===== src/csp_pkg.sv =====
// Purpose: constants for the codec serial control port
// Assumes: 16-bit control words, 7-bit register address, 9 data bits
// Notes: the control register bank itself lives outside this port
//
// Overview of operation
// - mode pin low two-wire, high three-wire
// - word is 7 address bits, 9 data
// - three-wire samples data on clock rise
// - latch-select rise captures last sixteen bits
// - two-wire slave detects start condition
// - shift seven address bits and the read/write bit, msb first
// - matching address acknowledged, data held low
// - mismatch or read bit returns idle
// - first data byte acknowledged
// - second data byte acknowledged
// - stop condition returns port to idle
// - unexpected start or stop abandons transfer
// - fixed device address 0011010
// - write to address zero restores defaults
// - reset sets registers to defaults
// - three-wire mode forces shared pin as latch
package csp_pkg;
    localparam int unsigned WORD_W     = 16;
    localparam int unsigned RADDR_W    = 7;
    localparam int unsigned RDATA_W    = 9;
    localparam int unsigned RADDR_LSB  = 9;
    localparam logic [6:0]  DEV_ADDR   = 7'h1a;   // 0011010, fixed
    localparam logic [6:0]  SOFT_RESET_TRIGGER_OFS = 7'h00;
    localparam logic [8:0]  DATA_RST   = 9'h000;
    localparam logic [2:0]  PIN_FUNC_INPUT = 3'h0;
    localparam logic [3:0]  BIT_CNT_LAST  = 4'h8;   // eight bits then ack
    localparam logic [15:0] WORD_RST   = 16'h0000;

    typedef enum logic [2:0] {
        CSP_IDLE = 3'b000,
        CSP_ADDR = 3'b001,
        CSP_AACK = 3'b011,
        CSP_BYT1 = 3'b010,
        CSP_ACK1 = 3'b110,
        CSP_BYT2 = 3'b111,
        CSP_ACK2 = 3'b101,
        CSP_WAIT = 3'b100
    } csp_state_e;
endpackage


===== src/csp_sync.sv =====
`timescale 1ns/1ps
// Purpose: two-flop synchroniser for one pin
// Assumes: input is asynchronous to clk
// Notes: first stage feeds only the second
module csp_sync (
    input  wire logic clk,      // system clock
    input  wire logic resetn,   // async reset, active low
    input  wire logic d,        // asynchronous level
    output logic      q         // synchronised level
);
    logic meta_r;

    // plain two-stage capture
    always_ff @(posedge clk or negedge resetn) begin
        if (!resetn) begin
            meta_r <= 1'b0;
            q      <= 1'b0;
        end else begin
            meta_r <= d;
            q      <= meta_r;
        end
    end
endmodule // csp_sync


===== src/csp_port.sv =====
`timescale 1ns/1ps
// Purpose: serial control port, three-wire and two-wire write-only slave
// Assumes: serial clock much slower than clk (sampled and edge detected)
// Notes: emits one-cycle write strobe with address and data per word
module csp_port
    import csp_pkg::*;
(
    input  wire logic               clk,                      // 20 MHz system clock
    input  wire logic               resetn,                   // async reset, active low
    input  wire logic               mode_pin,                 // low two-wire, high three-wire
    input  wire logic               serial_clock_pin,         // host serial clock
    input  wire logic               serial_data_pin_i,        // data pin level
    output logic                    serial_data_pin_o,        // data pin drive value
    output logic                    serial_data_pin_oe,       // high while pulling low
    input  wire logic               shared_latch_select_pin,  // latch select / gpio input
    input  wire logic [2:0]         pin_function_select,      // gpio function field
    output logic                    latch_select_used,        // pin acts as latch select
    output logic                    reg_wr,                   // one-cycle register write
    output logic [RADDR_W-1:0]      reg_addr,                 // register address
    output logic [RDATA_W-1:0]      reg_data,                 // register data
    output logic                    defaults_load,            // one-cycle restore defaults
    output logic                    busy                      // two-wire transfer active
);
    logic scl_s, sda_s, cs_s, mode_s;
    logic scl_d_r, sda_d_r, cs_d_r;
    logic scl_rise, scl_fall, cs_rise, start_c, stop_c;
    logic [WORD_W-1:0] shift3_r;
    logic [7:0]        shift2_r;
    logic [3:0]        cnt_r;
    logic [7:0]        byte1_r;
    logic [1:0]        settle_r;
    logic              settled;
    csp_state_e        st_r;

    // every pin passes two flops before use
    csp_sync u_scl  (.clk(clk), .resetn(resetn), .d(serial_clock_pin),        .q(scl_s));
    csp_sync u_sda  (.clk(clk), .resetn(resetn), .d(serial_data_pin_i),       .q(sda_s));
    csp_sync u_cs   (.clk(clk), .resetn(resetn), .d(shared_latch_select_pin), .q(cs_s));
    csp_sync u_mode (.clk(clk), .resetn(resetn), .d(mode_pin),                .q(mode_s));

    // delayed copies for edge finding
    always_ff @(posedge clk or negedge resetn) begin
        if (!resetn) begin
            scl_d_r <= 1'b0;
            sda_d_r <= 1'b1;
            cs_d_r  <= 1'b0;
        end else begin
            scl_d_r <= scl_s;
            sda_d_r <= sda_s;
            cs_d_r  <= cs_s;
        end
    end

    // settle counter after reset
    // the sync flops leave reset low while the idle clock pin is high,
    // so the first edges after reset would look like a clock rise;
    // edges are ignored until both sync stages and the copies hold pin levels
    always_ff @(posedge clk or negedge resetn) begin
        if (!resetn) begin
            settle_r <= 2'h0;
        end else if (settle_r != 2'h3) begin
            settle_r <= settle_r + 2'h1;
        end
    end

    assign settled  = (settle_r == 2'h3);

    // edge finders, gated until settled
    assign scl_rise = settled & scl_s & ~scl_d_r;
    assign scl_fall = settled & ~scl_s & scl_d_r;
    assign cs_rise  = settled & cs_s & ~cs_d_r;
    // start detect, data falls with clock high
    assign start_c  = settled & ~mode_s & scl_s & scl_d_r & sda_d_r & ~sda_s;
    // stop detect, data rises with clock high
    assign stop_c   = settled & ~mode_s & scl_s & scl_d_r & ~sda_d_r & sda_s;

    // latch role forced whenever three-wire selected
    // the field only matters in two-wire mode
    always_ff @(posedge clk or negedge resetn) begin
        if (!resetn) begin
            latch_select_used <= 1'b0;
        end else begin
            latch_select_used <= mode_s | (pin_function_select == PIN_FUNC_INPUT);
        end
    end

    // three-wire shift, msb arrives first
    // no bit count: the latch edge simply takes the last sixteen bits
    always_ff @(posedge clk or negedge resetn) begin
        if (!resetn) begin
            shift3_r <= WORD_RST;
        end else if (mode_s && scl_rise) begin
            shift3_r <= {shift3_r[WORD_W-2:0], sda_s};
        end
    end

    // two-wire engine runs only with mode low
    always_ff @(posedge clk or negedge resetn) begin
        if (!resetn) begin
            st_r     <= CSP_IDLE;
            cnt_r    <= 4'h0;
            shift2_r <= 8'h00;
            byte1_r  <= 8'h00;
        end else if (mode_s) begin
            st_r <= CSP_IDLE;
        end else if (start_c) begin
            st_r  <= CSP_ADDR;
            cnt_r <= 4'h0;
        end else if (stop_c) begin
            st_r <= CSP_IDLE;
        end else begin
            case (st_r)
                CSP_ADDR, CSP_BYT1, CSP_BYT2: begin
                    // shift eight bits on clock rise
                    if (scl_rise) begin
                        shift2_r <= {shift2_r[6:0], sda_s};
                        cnt_r    <= cnt_r + 4'h1;
                    end
                    if (scl_fall && cnt_r == BIT_CNT_LAST) begin
                        cnt_r <= 4'h0;
                        if (st_r == CSP_ADDR) begin
                            // match own address and write bit
                            if (shift2_r[7:1] == DEV_ADDR && !shift2_r[0]) st_r <= CSP_AACK;
                            else st_r <= CSP_IDLE;
                        end else if (st_r == CSP_BYT1) begin
                            byte1_r <= shift2_r;
                            st_r    <= CSP_ACK1;
                        end else begin
                            st_r <= CSP_ACK2;
                        end
                    end
                end
                // ack phases end at the falling edge of the ninth clock
                CSP_AACK: if (scl_fall) st_r <= CSP_BYT1;
                CSP_ACK1: if (scl_fall) st_r <= CSP_BYT2;
                CSP_ACK2: if (scl_fall) st_r <= CSP_WAIT;
                CSP_WAIT: st_r <= CSP_WAIT;   // idle until stop or start
                default:  st_r <= CSP_IDLE;
            endcase
        end
    end

    // pull data low through each ack slot
    // release comes with the falling edge that ends the slot, so the
    // host never sees data move while its clock is high
    always_ff @(posedge clk or negedge resetn) begin
        if (!resetn) begin
            serial_data_pin_oe <= 1'b0;
        end else begin
            serial_data_pin_oe <= ~mode_s & ~start_c & ~stop_c &
                ((st_r == CSP_AACK) | (st_r == CSP_ACK1) | (st_r == CSP_ACK2)) & ~scl_fall;
        end
    end

    // open-drain: only ever drives low
    always_ff @(posedge clk or negedge resetn) begin
        if (!resetn) begin
            serial_data_pin_o <= 1'b0;
        end else begin
            serial_data_pin_o <= 1'b0;
        end
    end

    // busy mirrors an active two-wire transfer
    // wait state counts as idle, the word is already delivered there
    always_ff @(posedge clk or negedge resetn) begin
        if (!resetn) begin
            busy <= 1'b0;
        end else begin
            busy <= (st_r != CSP_IDLE) && (st_r != CSP_WAIT);
        end
    end

    // word delivery; address zero restores defaults
    always_ff @(posedge clk or negedge resetn) begin
        if (!resetn) begin
            reg_wr        <= 1'b0;
            reg_addr      <= SOFT_RESET_TRIGGER_OFS;
            reg_data      <= DATA_RST;
            defaults_load <= 1'b1;   // defaults asserted through reset
        end else begin
            reg_wr        <= 1'b0;
            defaults_load <= 1'b0;
            if (mode_s && cs_rise) begin
                reg_wr        <= 1'b1;
                reg_addr      <= shift3_r[WORD_W-1:RADDR_LSB];
                reg_data      <= shift3_r[RDATA_W-1:0];
                defaults_load <= (shift3_r[WORD_W-1:RADDR_LSB] == SOFT_RESET_TRIGGER_OFS);
            end else if (!mode_s && !start_c && !stop_c && st_r == CSP_ACK2 && scl_fall) begin
                reg_wr        <= 1'b1;
                reg_addr      <= byte1_r[7:1];
                reg_data      <= {byte1_r[0], shift2_r};
                defaults_load <= (byte1_r[7:1] == SOFT_RESET_TRIGGER_OFS);
            end
        end
    end
endmodule // csp_port


===== config.mk =====
export PLATFORM = sky130hd
export DESIGN_NAME = csp_port
export DESIGN_NICKNAME = d
export VERILOG_FILES = /design/src/csp_pkg.sv /design/src/csp_sync.sv /design/src/csp_port.sv
export SDC_FILE = /design/constraint.sdc
export NUM_CORES = 1
export LEC_CHECK = 0
export ABC_CLOCK_PERIOD_IN_PS = 2800
export BUFFER_PORTS_ARGS = -buffer_cell sky130_fd_sc_hd__buf_2
export CAP_MARGIN = 10
export CORE_MARGIN = 2
export CORE_UTILIZATION = 55
export CTS_CLUSTER_SIZE = 10
export DETAILED_ROUTE_END_ITERATION = 6
export GPL_ROUTABILITY_DRIVEN = 1
export PLACE_DENSITY = 0.78
export SKIP_CTS_REPAIR_TIMING = 1
export SYNTH_ARGS = -nofsm -noshare
export SYNTH_HDL_FRONTEND = slang
export SYNTH_SLANG_ARGS = --single-unit

===== constraint.sdc =====
create_clock -name clk -period 2.8 [get_ports clk]
set_input_delay 0.28 -clock clk [delete_from_list [all_inputs] [get_ports clk]]
set_output_delay 0.28 -clock clk [all_outputs]
set_load 0.1 [all_outputs]

==> results by group, run 1 <==
Clock network
  • Clock transition at the registers of the reported paths: 0.07 ns
  • Clock Root Buffer: clkbuf_8
  • Worst-case clock buffer depth: 2
  • Clock sinks: 73
  • TritonCTS clock tree: built
  • Skew-Pair Late Insertion Delay: 0.34 ns
  • H-tree Lvls: 3
  • TritonCTS buffer count: 9

Detailed routing
  • Post-route DRC violation count: 0
  • WL final: 5.45 mm
  • Highest routed layer: met4
  • Met3 Wirelength: 115 um
  • Met2 WL post-DR: 2.51 mm
  • DRT Pass-1 Iters: 4
  • Vias: 1932
  • M1 wire length: 2.69 mm
  • WL/cell: 15.6 um
  • Via density: 5.52
  • Iteration-0 DRC Markers: 111
  • DRT antenna net count: 0

Logic synthesis
  • Syn Inst Count: 246
  • EDFF count, synth: 0
  • Yosys reg bits: 73
  • Top post-synthesis cells by count: 71 x dfrtp_1, 20 x nor2_1, 19 x a21oi_1
  • Post-synth net total: 258
  • Yosys top cell by area: dfrtp_1
  • Top-count cell post-synth: dfrtp_1
  • Sequential fraction of the synthesis area: 57.0%
  • Syn_area_per_cell: 13.1 um2
  • Synth cell types: 47
  • Top cell type's share of synthesized area: 55.3%
  • Top post-synthesis cells by area: dfrtp_1 55%, mux2_4 7.5%, mux2_2 6.0%, mux2i_1 5.3%, a21oi_1 3.0%
  • Netlist Area Pre-Place: 3210 um2
  • Synth warn: 0
  • Synth async-reset ratio: 100%
  • Ys flop type: dfrtp_1

Power
  • PD cells: 789 nW/um2
  • Peak supply drop: 0.594 mV
  • Leakage: 1.70 nW

STA
  • Final setup fails: 0
  • Fmax: 390 MHz
  • Final clock skew: 0.00798 ns
  • Hold Vio Cnt, Final: 27
  • Hold_ws: -0.0450 ns
  • Final slew viol count: 0
  • Setup TNS: 0 ns
  • Tcrit/Tclk final: 91.5%
  • Crit path time final: 2.56 ns
  • Unrepaired setup endpoints after global routing: false
  • Worst Setup Slack, final: 0.238 ns
  • Worst-margin pin slew: 0.946 ns
  • Slew margin rel.: 36.6%

Setup path
  • CP Capture Type: flip-flop
  • Critical path arrival: 2.78 ns
  • Reg2reg end: shift2_r[0]
  • Crit path kind: flip-flop to flip-flop
  • CP max FO: 9
  • Reg2reg setup slack: 0.24 ns
  • R2R Path Start: settle_r[0]
  • Worst Reg-to-Reg Cells: 6
  • Worst endpoint required time: 3.02 ns
  • Crit start category: flip-flop

Floorplan
  • Starting density of the core: 57.6%
  • Chip height: 80.4 um
  • Die area: 6460 um2
  • Core Box Area: 5570 um2
  • Rows: 27
  • # IOs: 31
  • Die Span X: 80.4 um

Finish
  • Share of cells above drive strength 1: 33.1%
  • Fin nets: 285
  • Diodes inserted: 0
  • Area Overhead vs Synth: 12.8%

Place
  • Post-DP HPWL: 3.81 mm
  • Place WS: 0.232 ns
  • Port bufs: 29
  • Global placement routability congestion: 0.853

Min path
  • Worst Hold Class: input port to asynchronous set/reset pin

Global routing
  • Initial antenna violation count: 0
  • Overflow after GRT: 0
  • First-pass GRT wire length: 9.25 mm
  • Vias in the first global route: 1874
  • Largest net degree at the start of global routing: 46
  • Gr usage total: 19.1%

Status
  • Failing checks: negative hold slack
  • Outcome: complete, but fails checks

Flow run
  • Max_cap viols: 0
==> per-stage QoR <==
| step | util (%) | total power, mW | cells | hold WS (ns) | instance area, um2 |
|---|---|---|---|---|---|
| floorplan | - | 1.83 | 246 | -0.0156 | 3210 |
| global route | 65.0 | 2.98 | 350 | 0.00850 | 3620 |
| CTS | 65.0 | 2.88 | 350 | -0.0300 | 3620 |
| detailed placement | 60.9 | 1.96 | 334 | 0.336 | 3390 |
| global placement | 60.9 | 1.95 | 334 | 0.331 | 3390 |
| finish | 65.0 | 2.86 | 350 | -0.0450 | 3620 |
==> critical path, stage by stage, from the launching register on <==
cell     delay (ns)
dfrtp_1        0.37
ha_1           0.38
nand3_2        0.15
nor2_1         0.31
a31oi_4        0.09
or4b_1         0.76
mux2_4         0.39
==> report_power, final <==
| part | internal [mW] | total, mW | switching [mW] |
|---|---|---|---|
| clock network | 0.553 | 0.920 | 0.367 |
| logic | 0.158 | 0.644 | 0.486 |
| registers | 1.19 | 1.29 | 0.107 |
| total | 1.90 | 2.86 | 0.960 |
==> per-layer routing <==
metal / vias up / global-route usage, %
li1: 929 / -
met1: 967 / 27.2
met2: 27 / 28.0
met3: 9 / 3.48
met4: 0 / 10.3
met5: - / 0
==> registers in the layout, indices dropped and copies added (netlist names), 2 cells and up <==
register  count
shift3_r     16
reg_data      9
byte1_r       8
shift2_r      8
reg_addr      7
cnt_r         4
st_r          3
settle_r      2
==> logic make-up (layout without fill, tap and decap cells) <==
group / count (synthesis) / count (layout) / synth area share (%)
flip-flops: 73 / 73 / 57.0
buffers and inverters: 20 / 52 / 3.39
other: 1 / 1 / 0.117
adder cells (fa/ha/maj): 3 / 3 / 1.17
AND/OR/NAND/NOR: 58 / 58 / 10.4
XOR/XNOR: 3 / 3 / 1.05
multiplexers: 51 / 51 / 19.4
AO/OA/AOI/OAI: 37 / 37 / 7.48
==> worst max path at each step <==
stage	to	cells after the start	slack, ns	startpoint
CTS	shift2_r[0]	6	0.22	settle_r[0]
floorplan	byte1_r[0]	7	0.69	settle_r[0]
detailed placement	shift2_r[0]	6	0.23	settle_r[0]
global route	shift2_r[0]	6	0.07	settle_r[0]
finish	shift2_r[0]	6	0.24	settle_r[0]
global placement	shift2_r[2]	6	0.36	settle_r[0]
==> cell type report <==
cell class | count | area (um2)
Sequential cell | 73 | 1830
Inverter | 4 | 15.0
Fill cell | 426 | 1950
Multi-Input combinational cell | 153 | 1280
Tap cell | 72 | 90.1
Timing Repair Buffer | 32 | 180
Clock buffer | 12 | 155
Clock inverter | 4 | 73.8
==> cell usage in the layout, fill, tap and decap left out, types with 4 or more instances in the layout <==
cell / instances
a21oi_1: 19
nor2_1: 20
clkbuf_8: 11
mux2_4: 16
mux2_2: 17
nand2b_1: 9
dfrtp_1: 71
buf_2: 29
mux2i_1: 17
nor4_1: 4
(Power assumes the default switching activity.)
==> run 2: changes to the inputs <==
- CORE_MARGIN: 2 -> unset
==> results by group, run 2 (same netlist as run 1, synthesis figures left out) <==
Status
  • Outcome: complete, no violations

Clock network
  • H-tree Lvls: 3 (unchanged)
  • TritonCTS buffer count: 9 (unchanged)
  • TritonCTS clock tree: built
  • Clock sinks: 73 (unchanged)
  • Worst-case clock buffer depth: 2 (unchanged)
  • Skew-Pair Late Insertion Delay: 0.34 ns (about the same)
  • Clock Root Buffer: clkbuf_8
  • Clock transition at the registers of the reported paths: 0.07 ns (about the same)

Floorplan
  • Starting density of the core: 57.6% (unchanged)
  • Die area: 6150 um2 (-4.9%)
  • Rows: 27 (unchanged)
  • # IOs: 31 (unchanged)
  • Core Box Area: 5570 um2 (unchanged)
  • Die Span X: 78.4 um (-2.5%)
  • Chip height: 78.4 um (-2.5%)

Setup path
  • CP max FO: 9 (unchanged)
  • CP Cell Sequence: ha_1 > nand3_2 > nor2_1 > a31oi_4 > or4b_1 > mux2_4
  • Crit start category: flip-flop
  • Buf+Inv Stages, Crit Path: 0 (unchanged)
  • Slowest stage cell, crit path: or4b_1
  • Top Family by Delay on Critical Path: simple AND/OR/NAND/NOR gates
  • CP Capture Type: flip-flop
  • Slowest Stage Delay on Critical Path: 0.77 ns (about the same)
  • Crit path kind: flip-flop to flip-flop
  • Critical path arrival: 2.81 ns (+0.03 ns)
  • Worst endpoint required time: 3.02 ns (about the same)

Power
  • Total power draw: 2.69 mW (-5.7%)
  • Leakage: 1.68 nW (-1.2%)
  • Peak supply drop: 0.642 mV (+8.2%)
  • PD cells: 751 nW/um2 (-4.9%)

STA
  • Crit path time final: 2.59 ns (+0.0233 ns)
  • Final setup fails: 0 (unchanged)
  • Final clock skew: 0.00753 ns (-0.000445 ns)
  • Worst-margin pin slew: 0.881 ns (-0.0645 ns)
  • Slew margin rel.: 40.9% (+4.3 points)
  • Hold Vio Cnt, Final: 0 (-100%)
  • Final slew viol count: 0 (unchanged)
  • Fmax: 387 MHz (-0.90%)
  • Setup TNS: 0 ns (unchanged)
  • Tcrit/Tclk final: 92.3% (+0.83 points)
  • Hold_ws: 0.0397 ns (+0.0847 ns)
  • Unrepaired setup endpoints after global routing: false

Detailed routing
  • WL final: 5.52 mm (+1.2%)
  • WL/cell: 15.7 um (+0.96%)
  • DRT antenna net count: 0 (unchanged)
  • Post-route DRC violation count: 0 (unchanged)
  • Vias: 1938 (+0.31%)
  • Via density: 5.52 (about the same)
  • DRT Pass-1 Iters: 4 (unchanged)
  • Iteration-0 DRC Markers: 192 (+73%)

Finish
  • Finished Layout Cells: 351 (+0.29%)
  • Area Overhead vs Synth: 11.8%
  • Share of cells above drive strength 1: 32.6% (-0.48 points)
  • Commonest cells after routing, fill and taps aside: 71 x dfrtp_1, 29 x buf_2, 20 x nor2_1
  • Number of flip-flops in the largest register: 16 (unchanged)
  • Fill cells: 416 (-2.3%)
  • Register with the most flip-flops: shift3_r
  • Top flop regs: shift3_r (16), reg_data (9)
  • Most common cell after layout, fill and taps aside: dfrtp_1
  • Fin nets: 286 (+0.35%)
  • Diodes inserted: 0 (unchanged)

Global routing
  • Largest net degree at the start of global routing: 74 (+61%)
  • Overflow after GRT: 0 (unchanged)
  • First-pass GRT wire length: 9.07 mm (-1.9%)
  • Gr usage total: 20.0% (+0.89 points)
  • Vias in the first global route: 1903 (+1.5%)
  • Initial antenna violation count: 0 (unchanged)

Min path
  • Worst Hold Class: input port to flip-flop

Flow run
  • Max_cap viols: 0 (unchanged)

Place
  • Global placement routability congestion: 0.781 (-8.4%)
  • Port bufs: 29 (unchanged)
  • Post-DP HPWL: 3.67 mm (-3.7%)
  • Placed cells: 334 (unchanged)
## run 2: per-stage QoR
step           utilization [%]  area [um2]  setup WS (ns)
6_report                  64.4        3590          0.215
5_1_grt                   64.4        3590         0.0571
4_1_cts                   64.2        3580          0.196
3_5_place_dp              60.9        3390          0.235
3_3_place_gp              60.9        3390          0.351
2_1_floorplan                -        3210          0.686
## run 2: per-layer routing
metal  GRT usage (%)  vias up  part of all wire, %
met4            9.44        0                  2.4
met3            5.58       12                  3.0
met2            30.4       34                   48
met1            26.8      968                   47
met5               0        -                    0
li1                -      924                    -
## run 2: layout make-up
| cell class | count | area (um2) | share of cell area [%] |
|---|---|---|---|
| Tap cell | 72 | 90.1 | 2.51 |
| Timing Repair Buffer | 33 | 190 | 5.30 |
| Sequential cell | 73 | 1830 | 51.0 |
| Multi-Input combinational cell | 153 | 1280 | 35.6 |
| Inverter | 4 | 15.0 | 0.418 |
| Clock buffer | 14 | 173 | 4.81 |
| Clock inverter | 2 | 12.5 | 0.349 |
## run 2: power by group
group	switching, mW	leakage [nW]	internal (mW)
combinational	0.486	0.668	0.159
sequential	0.108	0.922	1.19
clock	0.359	0.0927	0.394
## run 2: worst paths after layout
check	cells past startpoint	from	slack (ns)	endpoint
min reg2reg	0	u_scl.meta_r	0.35	u_scl.q
max reg2reg	6	settle_r[0]	0.21	shift2_r[1]
max in group asynchronous	3	resetn	1.96	defaults_load
min	1	mode_pin	0.04	u_mode.meta_r
max	6	settle_r[0]	0.21	shift2_r[1]
min in group asynchronous	3	resetn	0.51	shift3_r[8]
## run 2: worst register-to-register path: stages (launching register included)
cell and delay [ns]:
dfrtp_1 0.37, ha_1 0.37, nand3_2 0.15, nor2_1 0.32
a31oi_4 0.09, or4b_1 0.77, mux2_4 0.40
